[config.mk]
export PLATFORM = sky130hd
export DESIGN_NAME = pllcd_clock_config
export DESIGN_NICKNAME = d
export VERILOG_FILES = /design/src/include/pllcd_pkg.sv /design/src/logic/pllcd_clock_config.sv
export SDC_FILE = /design/constraint.sdc
export NUM_CORES = 1
export LEC_CHECK = 0
export BUFFER_PORTS_ARGS = -buffer_cell sky130_fd_sc_hd__buf_2
export CELL_PAD_IN_SITES_DETAIL_PLACEMENT = 1
export CELL_PAD_IN_SITES_GLOBAL_PLACEMENT = 1
export CORE_ASPECT_RATIO = 0.6
export CORE_UTILIZATION = 45
export DETAILED_ROUTE_END_ITERATION = 10
export GPL_TIMING_DRIVEN = 0
export HOLD_SLACK_MARGIN = 0.08
export PLACE_DENSITY = 0.79
export SETUP_SLACK_MARGIN = 0.4
export SYNTH_ARGS = -nofsm -noshare
export SYNTH_HDL_FRONTEND = slang
export SYNTH_SLANG_ARGS = --single-unit
[constraint.sdc]
create_clock -name clock -period 4.1 [get_ports clock]
set_input_delay 0.205 -clock clock [delete_from_list [all_inputs] [get_ports clock]]
set_output_delay 0.205 -clock clock [all_outputs]
set_load 0.01 [all_outputs]
[src/include/pllcd_pkg.sv]
// package: register map, field layout, reset values and carriers of the clock-tree config block
package pllcd_pkg;

  // register offsets on the control port
  localparam logic [7:0] ADDR_PLL_INT_MULT_LOW      = 8'h38;
  localparam logic [7:0] ADDR_N_AND_PDM_DIVIDER     = 8'h39;
  localparam logic [7:0] ADDR_M_AND_ADC_MOD_DIVIDER = 8'h3A;
  localparam logic [7:0] ADDR_DAC_MOD_AND_BITCLK_HI = 8'h3B;
  localparam logic [7:0] ADDR_PRIMARY_BITCLK_LOW    = 8'h3C;

  // reset values
  localparam logic [7:0] RST_PLL_INT_MULT_LOW      = 8'h08;
  localparam logic [7:0] RST_N_AND_PDM_DIVIDER     = 8'h20;
  localparam logic [7:0] RST_M_AND_ADC_MOD_DIVIDER = 8'h04;
  localparam logic [7:0] RST_DAC_MOD_AND_BITCLK_HI = 8'h00;
  localparam logic [7:0] RST_PRIMARY_BITCLK_LOW    = 8'h01;

  // field positions
  localparam int N_DIV_LSB      = 5;
  localparam int N_DIV_MSB      = 7;
  localparam int PDM_DIVIDER_RATIO_LSB    = 2;
  localparam int PDM_DIVIDER_RATIO_MSB    = 4;
  localparam int M_DIV_LSB      = 2;
  localparam int M_DIV_MSB      = 7;
  localparam int ADC_MOD_LSB    = 0;
  localparam int ADC_MOD_MSB    = 1;
  localparam int DAC_MOD_LSB    = 4;
  localparam int DAC_MOD_MSB    = 5;
  localparam int PRI_BCLK_HI    = 2;
  localparam int SEC_BCLK_HI    = 1;
  localparam int CFG21_RO_BIT   = 0;

  // decode constants for code zero and for the top legal and reserved codes
  localparam logic [3:0] N_DIV_ZERO_RATIO  = 4'h8;
  localparam logic [6:0] M_DIV_ZERO_RATIO  = 7'h40;
  localparam logic [9:0] BCLK_ZERO_RATIO   = 10'h200;
  localparam logic [2:0] PDM_CODE_MAX      = 3'h4;
  localparam logic [1:0] MOD_CODE_RESERVED = 2'h3;

  // decoded ratios, one carrier
  typedef struct packed {
    logic [8:0] pllMult;
    logic [3:0] nRatio;
    logic [4:0] pdmRatio;
    logic [6:0] mRatio;
    logic [2:0] adcModRatio;
    logic [2:0] dacModRatio;
    logic [9:0] primaryBclkRatio;
    logic [9:0] secondaryBclkRatio;
  } pllcd_ratio_type;

  // divider enables
  typedef struct packed {
    logic nEn;
    logic mEn;
    logic pdmEn;
    logic adcModEn;
    logic dacModEn;
    logic primaryBclkEn;
    logic secondaryBclkEn;
  } pllcd_enable_type;

  // divided clock outputs
  typedef struct packed {
    logic nClk;
    logic mClk;
    logic pdmClk;
    logic adcModClk;
    logic dacModClk;
    logic primaryBclk;
    logic secondaryBclk;
  } pllcd_clkout_type;

endpackage

[src/logic/pllcd_clock_config.sv]
// clock-tree configuration registers, ratio decode and glitch-free dividers
//
// How it works
// - multiplier is nine bits, high bit on top
// - multiplier code zero reserved, else equals code
// - multiplier low byte resets to eight
// - N ratio bits 7:5, zero means eight
// - PDM ratio bits 4:2, power of two
// - M ratio bits 7:2, zero means 64
// - ADC modulator ratio codes 0..2 give 1,2,4
// - DAC modulator ratio codes 0..2 give 1,2,4
// - bit 2 is primary bit-clock divider top
// - bit 1 is secondary bit-clock divider top
// - bit-clock code zero divides by 512
// - auto detection overrides all programmed ratios
// - multiplier top bit from lower register input
// - each divider runs only when enabled
`timescale 1ns/1ps

module pllcd_clock_config (
  // clock and reset
  input  wire logic                       clock,
  input  wire logic                       rst,
  // control port
  input  wire logic                       regWrite,
  input  wire logic                       regRead,
  input  wire logic [7:0]                 regAddr,
  input  wire logic [7:0]                 regWriteData,
  output logic      [7:0]                 regReadData,
  output logic                            regReadValid,
  // neighbouring configuration
  input  wire logic                       pll_int_mult_high_bit,
  input  wire logic [7:0]                 secondary_bitclk_div_low,
  input  wire pllcd_pkg::pllcd_enable_type dividerEnable,
  input  wire logic                       autoDetectEnable,
  input  wire pllcd_pkg::pllcd_ratio_type autoRatio,
  // results
  output pllcd_pkg::pllcd_ratio_type      activeRatio,
  output pllcd_pkg::pllcd_clkout_type     dividedClock
);

  localparam int NUM_DIV = 7;

  logic [7:0] pll_int_mult_low;
  logic [7:0] n_and_pdm_divider;
  logic [7:0] m_and_adc_mod_divider;
  logic [7:0] dac_mod_and_bitclk_high;
  logic [7:0] primary_bitclk_div_low;

  pllcd_pkg::pllcd_ratio_type  programmedRatio;
  pllcd_pkg::pllcd_ratio_type  next_activeRatio;

  // register writes; reserved bits store what software gives, it must write zero
  always_ff @(posedge clock) begin
    if (rst) begin
      pll_int_mult_low        <= pllcd_pkg::RST_PLL_INT_MULT_LOW;
      n_and_pdm_divider       <= pllcd_pkg::RST_N_AND_PDM_DIVIDER;
      m_and_adc_mod_divider   <= pllcd_pkg::RST_M_AND_ADC_MOD_DIVIDER;
      dac_mod_and_bitclk_high <= pllcd_pkg::RST_DAC_MOD_AND_BITCLK_HI;
      primary_bitclk_div_low  <= pllcd_pkg::RST_PRIMARY_BITCLK_LOW;
    end else if (regWrite) begin
      if (regAddr == pllcd_pkg::ADDR_PLL_INT_MULT_LOW) begin
        pll_int_mult_low <= regWriteData;
      end else if (regAddr == pllcd_pkg::ADDR_N_AND_PDM_DIVIDER) begin
        n_and_pdm_divider <= regWriteData;
      end else if (regAddr == pllcd_pkg::ADDR_M_AND_ADC_MOD_DIVIDER) begin
        m_and_adc_mod_divider <= regWriteData;
      end else if (regAddr == pllcd_pkg::ADDR_DAC_MOD_AND_BITCLK_HI) begin
        // read-only bit 0 never stored
        dac_mod_and_bitclk_high <= {regWriteData[7:1], 1'b0};
      end else if (regAddr == pllcd_pkg::ADDR_PRIMARY_BITCLK_LOW) begin
        primary_bitclk_div_low <= regWriteData;
      end
    end
  end

  // read port: one cycle after the strobe; unmapped offsets read zero
  always_ff @(posedge clock) begin
    if (rst) begin
      regReadData  <= 8'h00;
      regReadValid <= 1'b0;
    end else begin
      regReadValid <= regRead;
      if (!regRead) begin
        regReadData <= 8'h00;
      end else if (regAddr == pllcd_pkg::ADDR_PLL_INT_MULT_LOW) begin
        regReadData <= pll_int_mult_low;
      end else if (regAddr == pllcd_pkg::ADDR_N_AND_PDM_DIVIDER) begin
        regReadData <= n_and_pdm_divider;
      end else if (regAddr == pllcd_pkg::ADDR_M_AND_ADC_MOD_DIVIDER) begin
        regReadData <= m_and_adc_mod_divider;
      end else if (regAddr == pllcd_pkg::ADDR_DAC_MOD_AND_BITCLK_HI) begin
        regReadData <= {dac_mod_and_bitclk_high[7:1], 1'b0};
      end else if (regAddr == pllcd_pkg::ADDR_PRIMARY_BITCLK_LOW) begin
        regReadData <= primary_bitclk_div_low;
      end else begin
        regReadData <= 8'h00;
      end
    end
  end

  // code-to-ratio decode
  always_comb begin
    logic [2:0] nCode;
    logic [2:0] pdmCode;
    logic [5:0] mCode;
    logic [1:0] adcCode;
    logic [1:0] dacCode;
    logic [8:0] priCode;
    logic [8:0] secCode;
    nCode   = n_and_pdm_divider[pllcd_pkg::N_DIV_MSB:pllcd_pkg::N_DIV_LSB];
    pdmCode = n_and_pdm_divider[pllcd_pkg::PDM_DIVIDER_RATIO_MSB:pllcd_pkg::PDM_DIVIDER_RATIO_LSB];
    mCode   = m_and_adc_mod_divider[pllcd_pkg::M_DIV_MSB:pllcd_pkg::M_DIV_LSB];
    adcCode = m_and_adc_mod_divider[pllcd_pkg::ADC_MOD_MSB:pllcd_pkg::ADC_MOD_LSB];
    dacCode = dac_mod_and_bitclk_high[pllcd_pkg::DAC_MOD_MSB:pllcd_pkg::DAC_MOD_LSB];
    priCode = {dac_mod_and_bitclk_high[pllcd_pkg::PRI_BCLK_HI], primary_bitclk_div_low};
    secCode = {dac_mod_and_bitclk_high[pllcd_pkg::SEC_BCLK_HI], secondary_bitclk_div_low};
    // high bit comes from the lower register, low byte from here
    programmedRatio.pllMult = {pll_int_mult_high_bit, pll_int_mult_low};
    programmedRatio.nRatio = (nCode == 3'h0) ? pllcd_pkg::N_DIV_ZERO_RATIO : {1'b0, nCode};
    // reserved codes clamp to the top legal ratio rather than wrap
    if (pdmCode > pllcd_pkg::PDM_CODE_MAX) begin
      programmedRatio.pdmRatio = 5'h10;
    end else begin
      programmedRatio.pdmRatio = 5'(5'h01 << pdmCode);
    end
    programmedRatio.mRatio = (mCode == 6'h00) ? pllcd_pkg::M_DIV_ZERO_RATIO : {1'b0, mCode};
    programmedRatio.adcModRatio = (adcCode == pllcd_pkg::MOD_CODE_RESERVED) ? 3'h4
                                : 3'(3'h1 << adcCode);
    programmedRatio.dacModRatio = (dacCode == pllcd_pkg::MOD_CODE_RESERVED) ? 3'h4
                                : 3'(3'h1 << dacCode);
    programmedRatio.primaryBclkRatio   = (priCode == 9'h000) ? pllcd_pkg::BCLK_ZERO_RATIO
                                       : {1'b0, priCode};
    programmedRatio.secondaryBclkRatio = (secCode == 9'h000) ? pllcd_pkg::BCLK_ZERO_RATIO
                                       : {1'b0, secCode};
  end

  // auto detection wins over every programmed field
  always_comb begin
    next_activeRatio = autoDetectEnable ? autoRatio : programmedRatio;
  end

  always_ff @(posedge clock) begin
    if (rst) begin
      activeRatio <= '0;
    end else begin
      activeRatio <= next_activeRatio;
    end
  end

  // per-divider ratio vector, widest is 512
  logic [9:0] divRatio [NUM_DIV];
  logic [NUM_DIV-1:0] divEnable;
  logic [NUM_DIV-1:0] divOut;

  always_comb begin
    divRatio[0] = {6'h00, activeRatio.nRatio};
    divRatio[1] = {3'h0, activeRatio.mRatio};
    divRatio[2] = {5'h00, activeRatio.pdmRatio};
    divRatio[3] = {7'h00, activeRatio.adcModRatio};
    divRatio[4] = {7'h00, activeRatio.dacModRatio};
    divRatio[5] = activeRatio.primaryBclkRatio;
    divRatio[6] = activeRatio.secondaryBclkRatio;
    divEnable   = {dividerEnable.secondaryBclkEn, dividerEnable.primaryBclkEn, dividerEnable.dacModEn,
                   dividerEnable.adcModEn, dividerEnable.pdmEn, dividerEnable.mEn, dividerEnable.nEn};
  end

  // dividers: ratio latched only while disabled or at the end of a period, so no runt pulse
  genvar gi;
  generate
    for (gi = 0; gi < NUM_DIV; gi++) begin : gen_div
      logic [9:0] count;
      logic [9:0] heldRatio;
      logic       clkBit;
      always_ff @(posedge clock) begin
        if (rst || !divEnable[gi]) begin
          count     <= 10'h000;
          heldRatio <= divRatio[gi];
          clkBit    <= 1'b0;
        end else if (count >= heldRatio - 10'h001) begin
          count     <= 10'h000;
          heldRatio <= divRatio[gi];
          clkBit    <= (divRatio[gi] != 10'h001);
        end else begin
          count  <= count + 10'h001;
          // high for the first half of the period, odd ratios low one longer
          clkBit <= ((count + 10'h001) < (heldRatio >> 1));
        end
      end
      assign divOut[gi] = (heldRatio == 10'h001) ? divEnable[gi] : clkBit;
    end
  endgenerate

  // ratio one passes the enable, still no gated glitch since it is registered
  always_ff @(posedge clock) begin
    if (rst) begin
      dividedClock <= '0;
    end else begin
      dividedClock <= {divOut[0], divOut[1], divOut[2], divOut[3], divOut[4], divOut[5], divOut[6]};
    end
  end

endmodule

==> impl_metrics.ini, run 1 <==
[grt]
grt_overflow = 0
antenna_found_initial = 2
global_route.usage.total_pct = 29.26
grt_pass1_wl_um = 60810
grt_start_max_net_pins = 20
grt_pass1_vias = 10970

[sta]
fin_skew_ns = 0.01932
slew_headroom_pct = 22.35
hold_viol = 0
rsz0062_at_grt = no
slew_violations = 0
setup_tns_ns = 0
post-route-period-util_pct = 81.15
fmax_mhz = 300.5
timing.final.crit_period_ns = 3.327
final-setup-viol-count = 0
tightest_slew_ns = 1.165

[logic_synthesis]
synth_top_cell_area_share_pct = 31.39
seq_area_frac_synth_pct = 42.20
synth_common_cells = dfxtp_1, nor2_1, ha_1, mux2i_1, nand2_1
syn_inst = 1234
ys_seq_elements = 225
synth-edff-count = 42
synth_area_leaders = dfxtp_1, ha_1, edfxtp_1
ys.flop_type = dfxtp_1
yosysTopAreaCell = dfxtp_1
synth_most_common_cell = dfxtp_1
synthDistinctLibCells = 61
avgSynthCellArea_um2 = 9.457
syn-cell-area_um2 = 11670
async_flop_share_pct = 0
syn-num-nets = 1441
yosys_warnings = 0

[finish]
areaGrowthSynthToFinish_pct = 23.66
drive_above_1_share_pct = 13.68
fin_util_pct = 56.83
nFillCells = 2922
final_nets = 1696

[power_and_ir_drop]
combPwrFrac_pct = 13.3
powerDensity_nw_per_um2 = 370.9
p_seq_share_pct = 45.0
ir_worst_vdd_v = 0.0002629
p_leak_uw = 0.006264
swShare_pct = 26.67
p_int_uw = 3925
clock_power_share_pct = 41.7
switchingPower_uw = 1428

[route]
avgRoutedWirePerCell_um = 20.71
dr.first_iter.drc_count = 569
ant_nets = 0
vias = 10230
viasPerCell = 5.502
wl_um = 38520
drc = 0
drtPass1Iterations = 5

[clock_network]
h-tree-depth = 1
clk_latency_ns = 0.54
cts_tree = done
numCtsBuffers = 23
numClockSinks = 225
clk_pin_slew_worst_paths_ns = 0.06
clockBufferDepth = 3
clock-root-buffer = clkbuf_16

[floorplanning]
initial_core_util_pct = 45.96
die_area_um2 = 26600
fp.dieW_um = 209.9
num_io_pins = 155
coreArea_um2 = 25390
rows = 45
die_y_um = 126.7

[placed_design]
globalplace.congestion = 0.9128
portBuffers = 153
dp_hpwl_um = 27460

[critical_path]
crit_path_max_incr_delay_ns = 0.45
crit_path_end_kind = flop
path_cells = nor3_1 > and3_1 > nand2_1 > xnor2_1 > ha_1 > a211oi_1 > nand2_1 > o22a_1 > or3b_1 > clkbuf_2
arrival_ns = 3.52
start_kind = flop
critPathMostFrequentCell = nand2_1
required_ns = 4.29
worstSetupPathType = reg2reg
crit_fanout = 19
crit_slowest_cell = edfxtp_1

[worst_hold_path]
min_path_type = in2reg

[flow_run]
maxCapViolCount = 0

[status]
status = completed
## power by group through the flow
stage	Sequential, uW	Clock, uW	Combinational (uW)
floorplan	2440	0	386
global placement	2450	0	593
detailed placement	2450	0	631
CTS	2400	2240	699
global route	2420	2330	785
finish	2410	2230	712
## cells by family after synthesis
kind of cell / synth area share [%]
mux: 6.197
fa+ha+maj: 12.76
xor+xnor: 6.529
buf+inv: 3.538
compound gates: 9.531
simple gates: 19.25
flops: 42.20
## routing by layer
layer  part of all wire [%]  GRT usage (%)  vias to the layer above
li1                       -              -                     4874
met1                     47          40.19                     4996
met2                     45          46.65                      280
met3                    5.4          5.175                       84
met4                    3.0          9.661                        0
met5                      0              0                        -
## worst paths after layout
check	startpoint	endpoint	slack, ns	cells after the start
max	gen_div[5].heldRatio[3]	gen_div[5].heldRatio[0]	0.77	10
min	regAddr[2]	pll_int_mult_low[2]	0.10	4
max reg2reg	gen_div[5].heldRatio[3]	gen_div[5].heldRatio[0]	0.77	10
min reg2reg	activeRatio[23]	gen_div[3].heldRatio[0]	0.46	0
## critical path, delay by kind of cell (launching register included)
family	cells	cell delay, ns
simple gates	5	1.28
xor+xnor	1	0.15
compound gates	2	0.50
fa+ha+maj	1	0.29
buf+inv	1	0.35
flops	1	0.45
## final cells by class
type                            count  area, um2  area share [%]
Tap cell                          352      440.4           3.052
Buffer                             41      166.4           1.153
Antenna cell                        2      5.005         0.03468
Clock buffer                       33      674.4           4.673
Multi-Input combinational cell    902       6332           43.88
Clock inverter                      9      103.9          0.7196
Sequential cell                   225       4925           34.13
Timing Repair Buffer              230       1536           10.65
Inverter                           66      247.7           1.717
## cell usage in the layout (no fill, tap or decap), drive strengths merged, types with 7 or more instances in the layout
| cell | count |
|---|---|
| dfxtp | 183 |
| nor2 | 177 |
| nand4 | 17 |
| nor3 | 23 |
| o21a | 10 |
| o21ai | 22 |
| xnor2 | 56 |
| a31oi | 11 |
| buf | 159 |
| nand3 | 51 |
| a211oi | 18 |
| ha | 119 |
| nor2b | 28 |
| clkbuf | 68 |
| inv | 67 |
| edfxtp | 42 |
| o221ai | 7 |
| a21oi | 49 |
| nor4 | 15 |
| dlygate4sd3 | 77 |
| mux2i | 70 |
| xor2 | 31 |
| a2bb2oi | 7 |
| nand2 | 70 |
| nand2b | 18 |
| and3 | 18 |
## flip-flops by register name (all words and copies together) (netlist names)
signal                   cells
activeRatio                 51
dac_mod_and_bitclk_high      7
dividedClock                 7
gen_div.clkBit               7
gen_div.count               70
gen_div.heldRatio           42
m_and_adc_mod_divider        8
n_and_pdm_divider            8
pll_int_mult_low             8
primary_bitclk_div_low       8
regReadData                  8
regReadValid                 1
## stage by stage
stage	instances	worst slack, ns	hold slack (ns)	instance area [um2]	total power, uW
after floorplan	1234	1.199	0.3403	11670	2827
after global placement	1739	0.7340	0.4343	12880	3041
after detailed placement	1739	0.6592	0.4302	12880	3082
after CTS	1858	0.6471	0.08445	14430	5339
after global routing	1860	0.5030	0.1310	14430	5535
final	1860	0.7727	0.1018	14430	5353
## timing repair
item	in CTS	in global routing
hold buffers	77	0
gates resized for setup	0	3
setup endpoints to repair	0	18
hold endpoints to repair	107	0
buffers inserted	0	0
(Power assumes the default switching activity.)
==> run 2: changes to the inputs <==
==> constraint.sdc (replaced) <==
create_clock -name clock -period 3.42 [get_ports clock]
set_input_delay 0.171 -clock clock [delete_from_list [all_inputs] [get_ports clock]]
set_output_delay 0.171 -clock clock [all_outputs]
set_load 0.01 [all_outputs]
==> impl_metrics.ini, run 2 (same netlist as run 1, synthesis figures left out) <==
[status]
status = completed

[sta]
fin_skew_ns = 0.01623
hold_viol = 0
timing.final.crit_period_ns = 2.934
post-route-period-util_pct = 85.79
rsz0062_at_grt = no
final-setup-viol-count = 0
tightest_slew_ns = 1.173
fmax_mhz = 340.8
slew_headroom_pct = 21.80
setup_slack_ns = 0.4859
slew_violations = 0
setup_tns_ns = 0

[grt]
top_usage_layer = met2
use_met3_pct = 4.877
global_route.usage.total_pct = 29.49
grt_overflow = 0
antenna_found_initial = 1
grt_start_max_net_pins = 20
met1_usage_pct = 40.43
grt_pass1_wl_um = 61050
use_met2_pct = 47.59
grt_pass1_vias = 11010

[power_and_ir_drop]
combPwrFrac_pct = 14.1
swShare_pct = 27.06
p_int_uw = 4741
clock_power_share_pct = 41.4
powerDensity_nw_per_um2 = 441.1
ir_worst_vdd_v = 0.0003174
p_leak_uw = 0.006386
switchingPower_uw = 1759
p_seq_share_pct = 44.5

[critical_path]
required_ns = 3.71
r2r-start = gen_div[6].heldRatio[0]
crit_buf_inv = 2
start_kind = flop
ff2ff_setup_slack_ns = 0.49
critical-path-top-delay-family = simple AND/OR/NAND/NOR gates
reg2reg_depth = 11
crit_path_end_kind = flop
crit_slowest_cell = or3b_2
crit_fanout = 19
worstSetupPathType = reg2reg
arrival_ns = 3.22
crit_path_max_incr_delay_ns = 0.49
r2r_end = gen_div[6].heldRatio[3]
path_cells = buf_4 > nor3_4 > nand3_1 > xnor2_1 > ha_1 > o21a_1 > o211ai_1 > a31oi_1 > o22a_1 > or3b_2 > buf_8

[finish]
drive_above_1_share_pct = 16.32
final_common_cell = dfxtp_1
largest_register_ffs = 70
areaGrowthSynthToFinish_pct = 26.26
nFillCells = 2900
final_cell_mix = dfxtp_1, nor2_1, buf_2
final_nets = 1716
reg_top3 = gen_div.count (70), activeRatio (51), gen_div.heldRatio (42)
max_flop_register = gen_div.count
fin_util_pct = 58.02

[worst_hold_path]
min_path_type = in2reg
hold_start = regRead
hold_path_depth = 4
hold_end = regReadValid

[floorplanning]
die_area_um2 = 26600
coreArea_um2 = 25390
fp.dieW_um = 209.9
rows = 45
die_y_um = 126.7
initial_core_util_pct = 45.96
num_io_pins = 155

[route]
drtPass1Iterations = 5
dr.first_iter.drc_count = 695
viasPerCell = 5.573
ant_nets = 0
wl_um = 39620
vias = 10470
avgRoutedWirePerCell_um = 21.09
drc = 0

[placed_design]
dp_hpwl_um = 27460
globalplace.congestion = 0.9128
pre_cts_ws_ns = -0.02080
portBuffers = 153

[clock_network]
clock-root-buffer = clkbuf_16
clockBufferDepth = 3
clk_latency_ns = 0.54
h-tree-depth = 1
numCtsBuffers = 23
numClockSinks = 225
clk_pin_slew_worst_paths_ns = 0.07
cts_tree = done

[flow_run]
maxCapViolCount = 0
-- run 2: metal layers --
layer	wire length (um)	up-vias	share of wire, %
li1	-	4912	-
met1	18480	5174	47
met2	18030	301	45
met3	1961	84	4.9
met4	1152	0	2.9
met5	0	-	0
-- run 2: how the worst max path moves through the flow --
stage | startpoint | to | slack [ns] | cells after the start
2_1_floorplan | gen_div[5].heldRatio[3] | gen_div[5].heldRatio[0] | 0.52 | 10
3_3_place_gp | gen_div[5].heldRatio[3] | gen_div[5].heldRatio[6] | 0.05 | 10
3_5_place_dp | gen_div[5].heldRatio[3] | gen_div[5].heldRatio[8] | -0.02 | 10
4_1_cts | gen_div[6].heldRatio[3] | gen_div[6].heldRatio[8] | 0.42 | 11
5_1_grt | gen_div[5].heldRatio[2] | gen_div[5].heldRatio[6] | 0.36 | 10
6_report | gen_div[6].heldRatio[0] | gen_div[6].heldRatio[3] | 0.49 | 11
-- run 2: layout make-up --
class | instances | area, um2 | area share (%)
inverter | 66 | 247.7 | 1.681
sequential | 225 | 4925 | 33.42
clock buffer | 33 | 674.4 | 4.577
multi-input combinational | 902 | 6454 | 43.80
timing repair buffer | 250 | 1697 | 11.51
buffer | 41 | 190.2 | 1.291
antenna | 1 | 2.502 | 0.01698
clock inverter | 9 | 103.9 | 0.7048
tap | 352 | 440.4 | 2.989
-- run 2: stage by stage --
| stage | instances | area, um2 | total power [uW] | hold WS (ns) |
|---|---|---|---|---|
| detailed placement | 1739 | 12880 | 3695 | 0.4147 |
| CTS | 1862 | 14510 | 6409 | 0.1763 |
| global placement | 1739 | 12880 | 3646 | 0.4003 |
| finish | 1879 | 14730 | 6500 | 0.2164 |
| floorplan | 1234 | 11670 | 3390 | 0.3063 |
| global route | 1879 | 14730 | 6701 | 0.2205 |
-- run 2: power by group through the flow --
| stage | clock network, uW | registers (uW) | logic [uW] |
|---|---|---|---|
| 2_1_floorplan | 0 | 2930 | 462 |
| 3_3_place_gp | 0 | 2940 | 711 |
| 3_5_place_dp | 0 | 2940 | 756 |
| 4_1_cts | 2680 | 2880 | 843 |
| 5_1_grt | 2800 | 2900 | 998 |
| 6_report | 2690 | 2890 | 914 |
-- run 2: worst register-to-register path: stages (launching register included) --
cell and delay, ns:
edfxtp_1 0.40, buf_4 0.17, nor3_4 0.25, nand3_1 0.13
xnor2_1 0.14, ha_1 0.30, o21a_1 0.12, o211ai_1 0.15
a31oi_1 0.07, o22a_1 0.26, or3b_2 0.49, buf_8 0.19
-- run 2: what timing repair did --
action | CTS | global route
endpoints found under the setup margin | 58 | 97
hold buffers | 81 | 0
resized for setup | 11 | 31
buffers inserted | 0 | 16
pin swaps | 0 | 4
endpoints found under the hold margin | 109 | 0
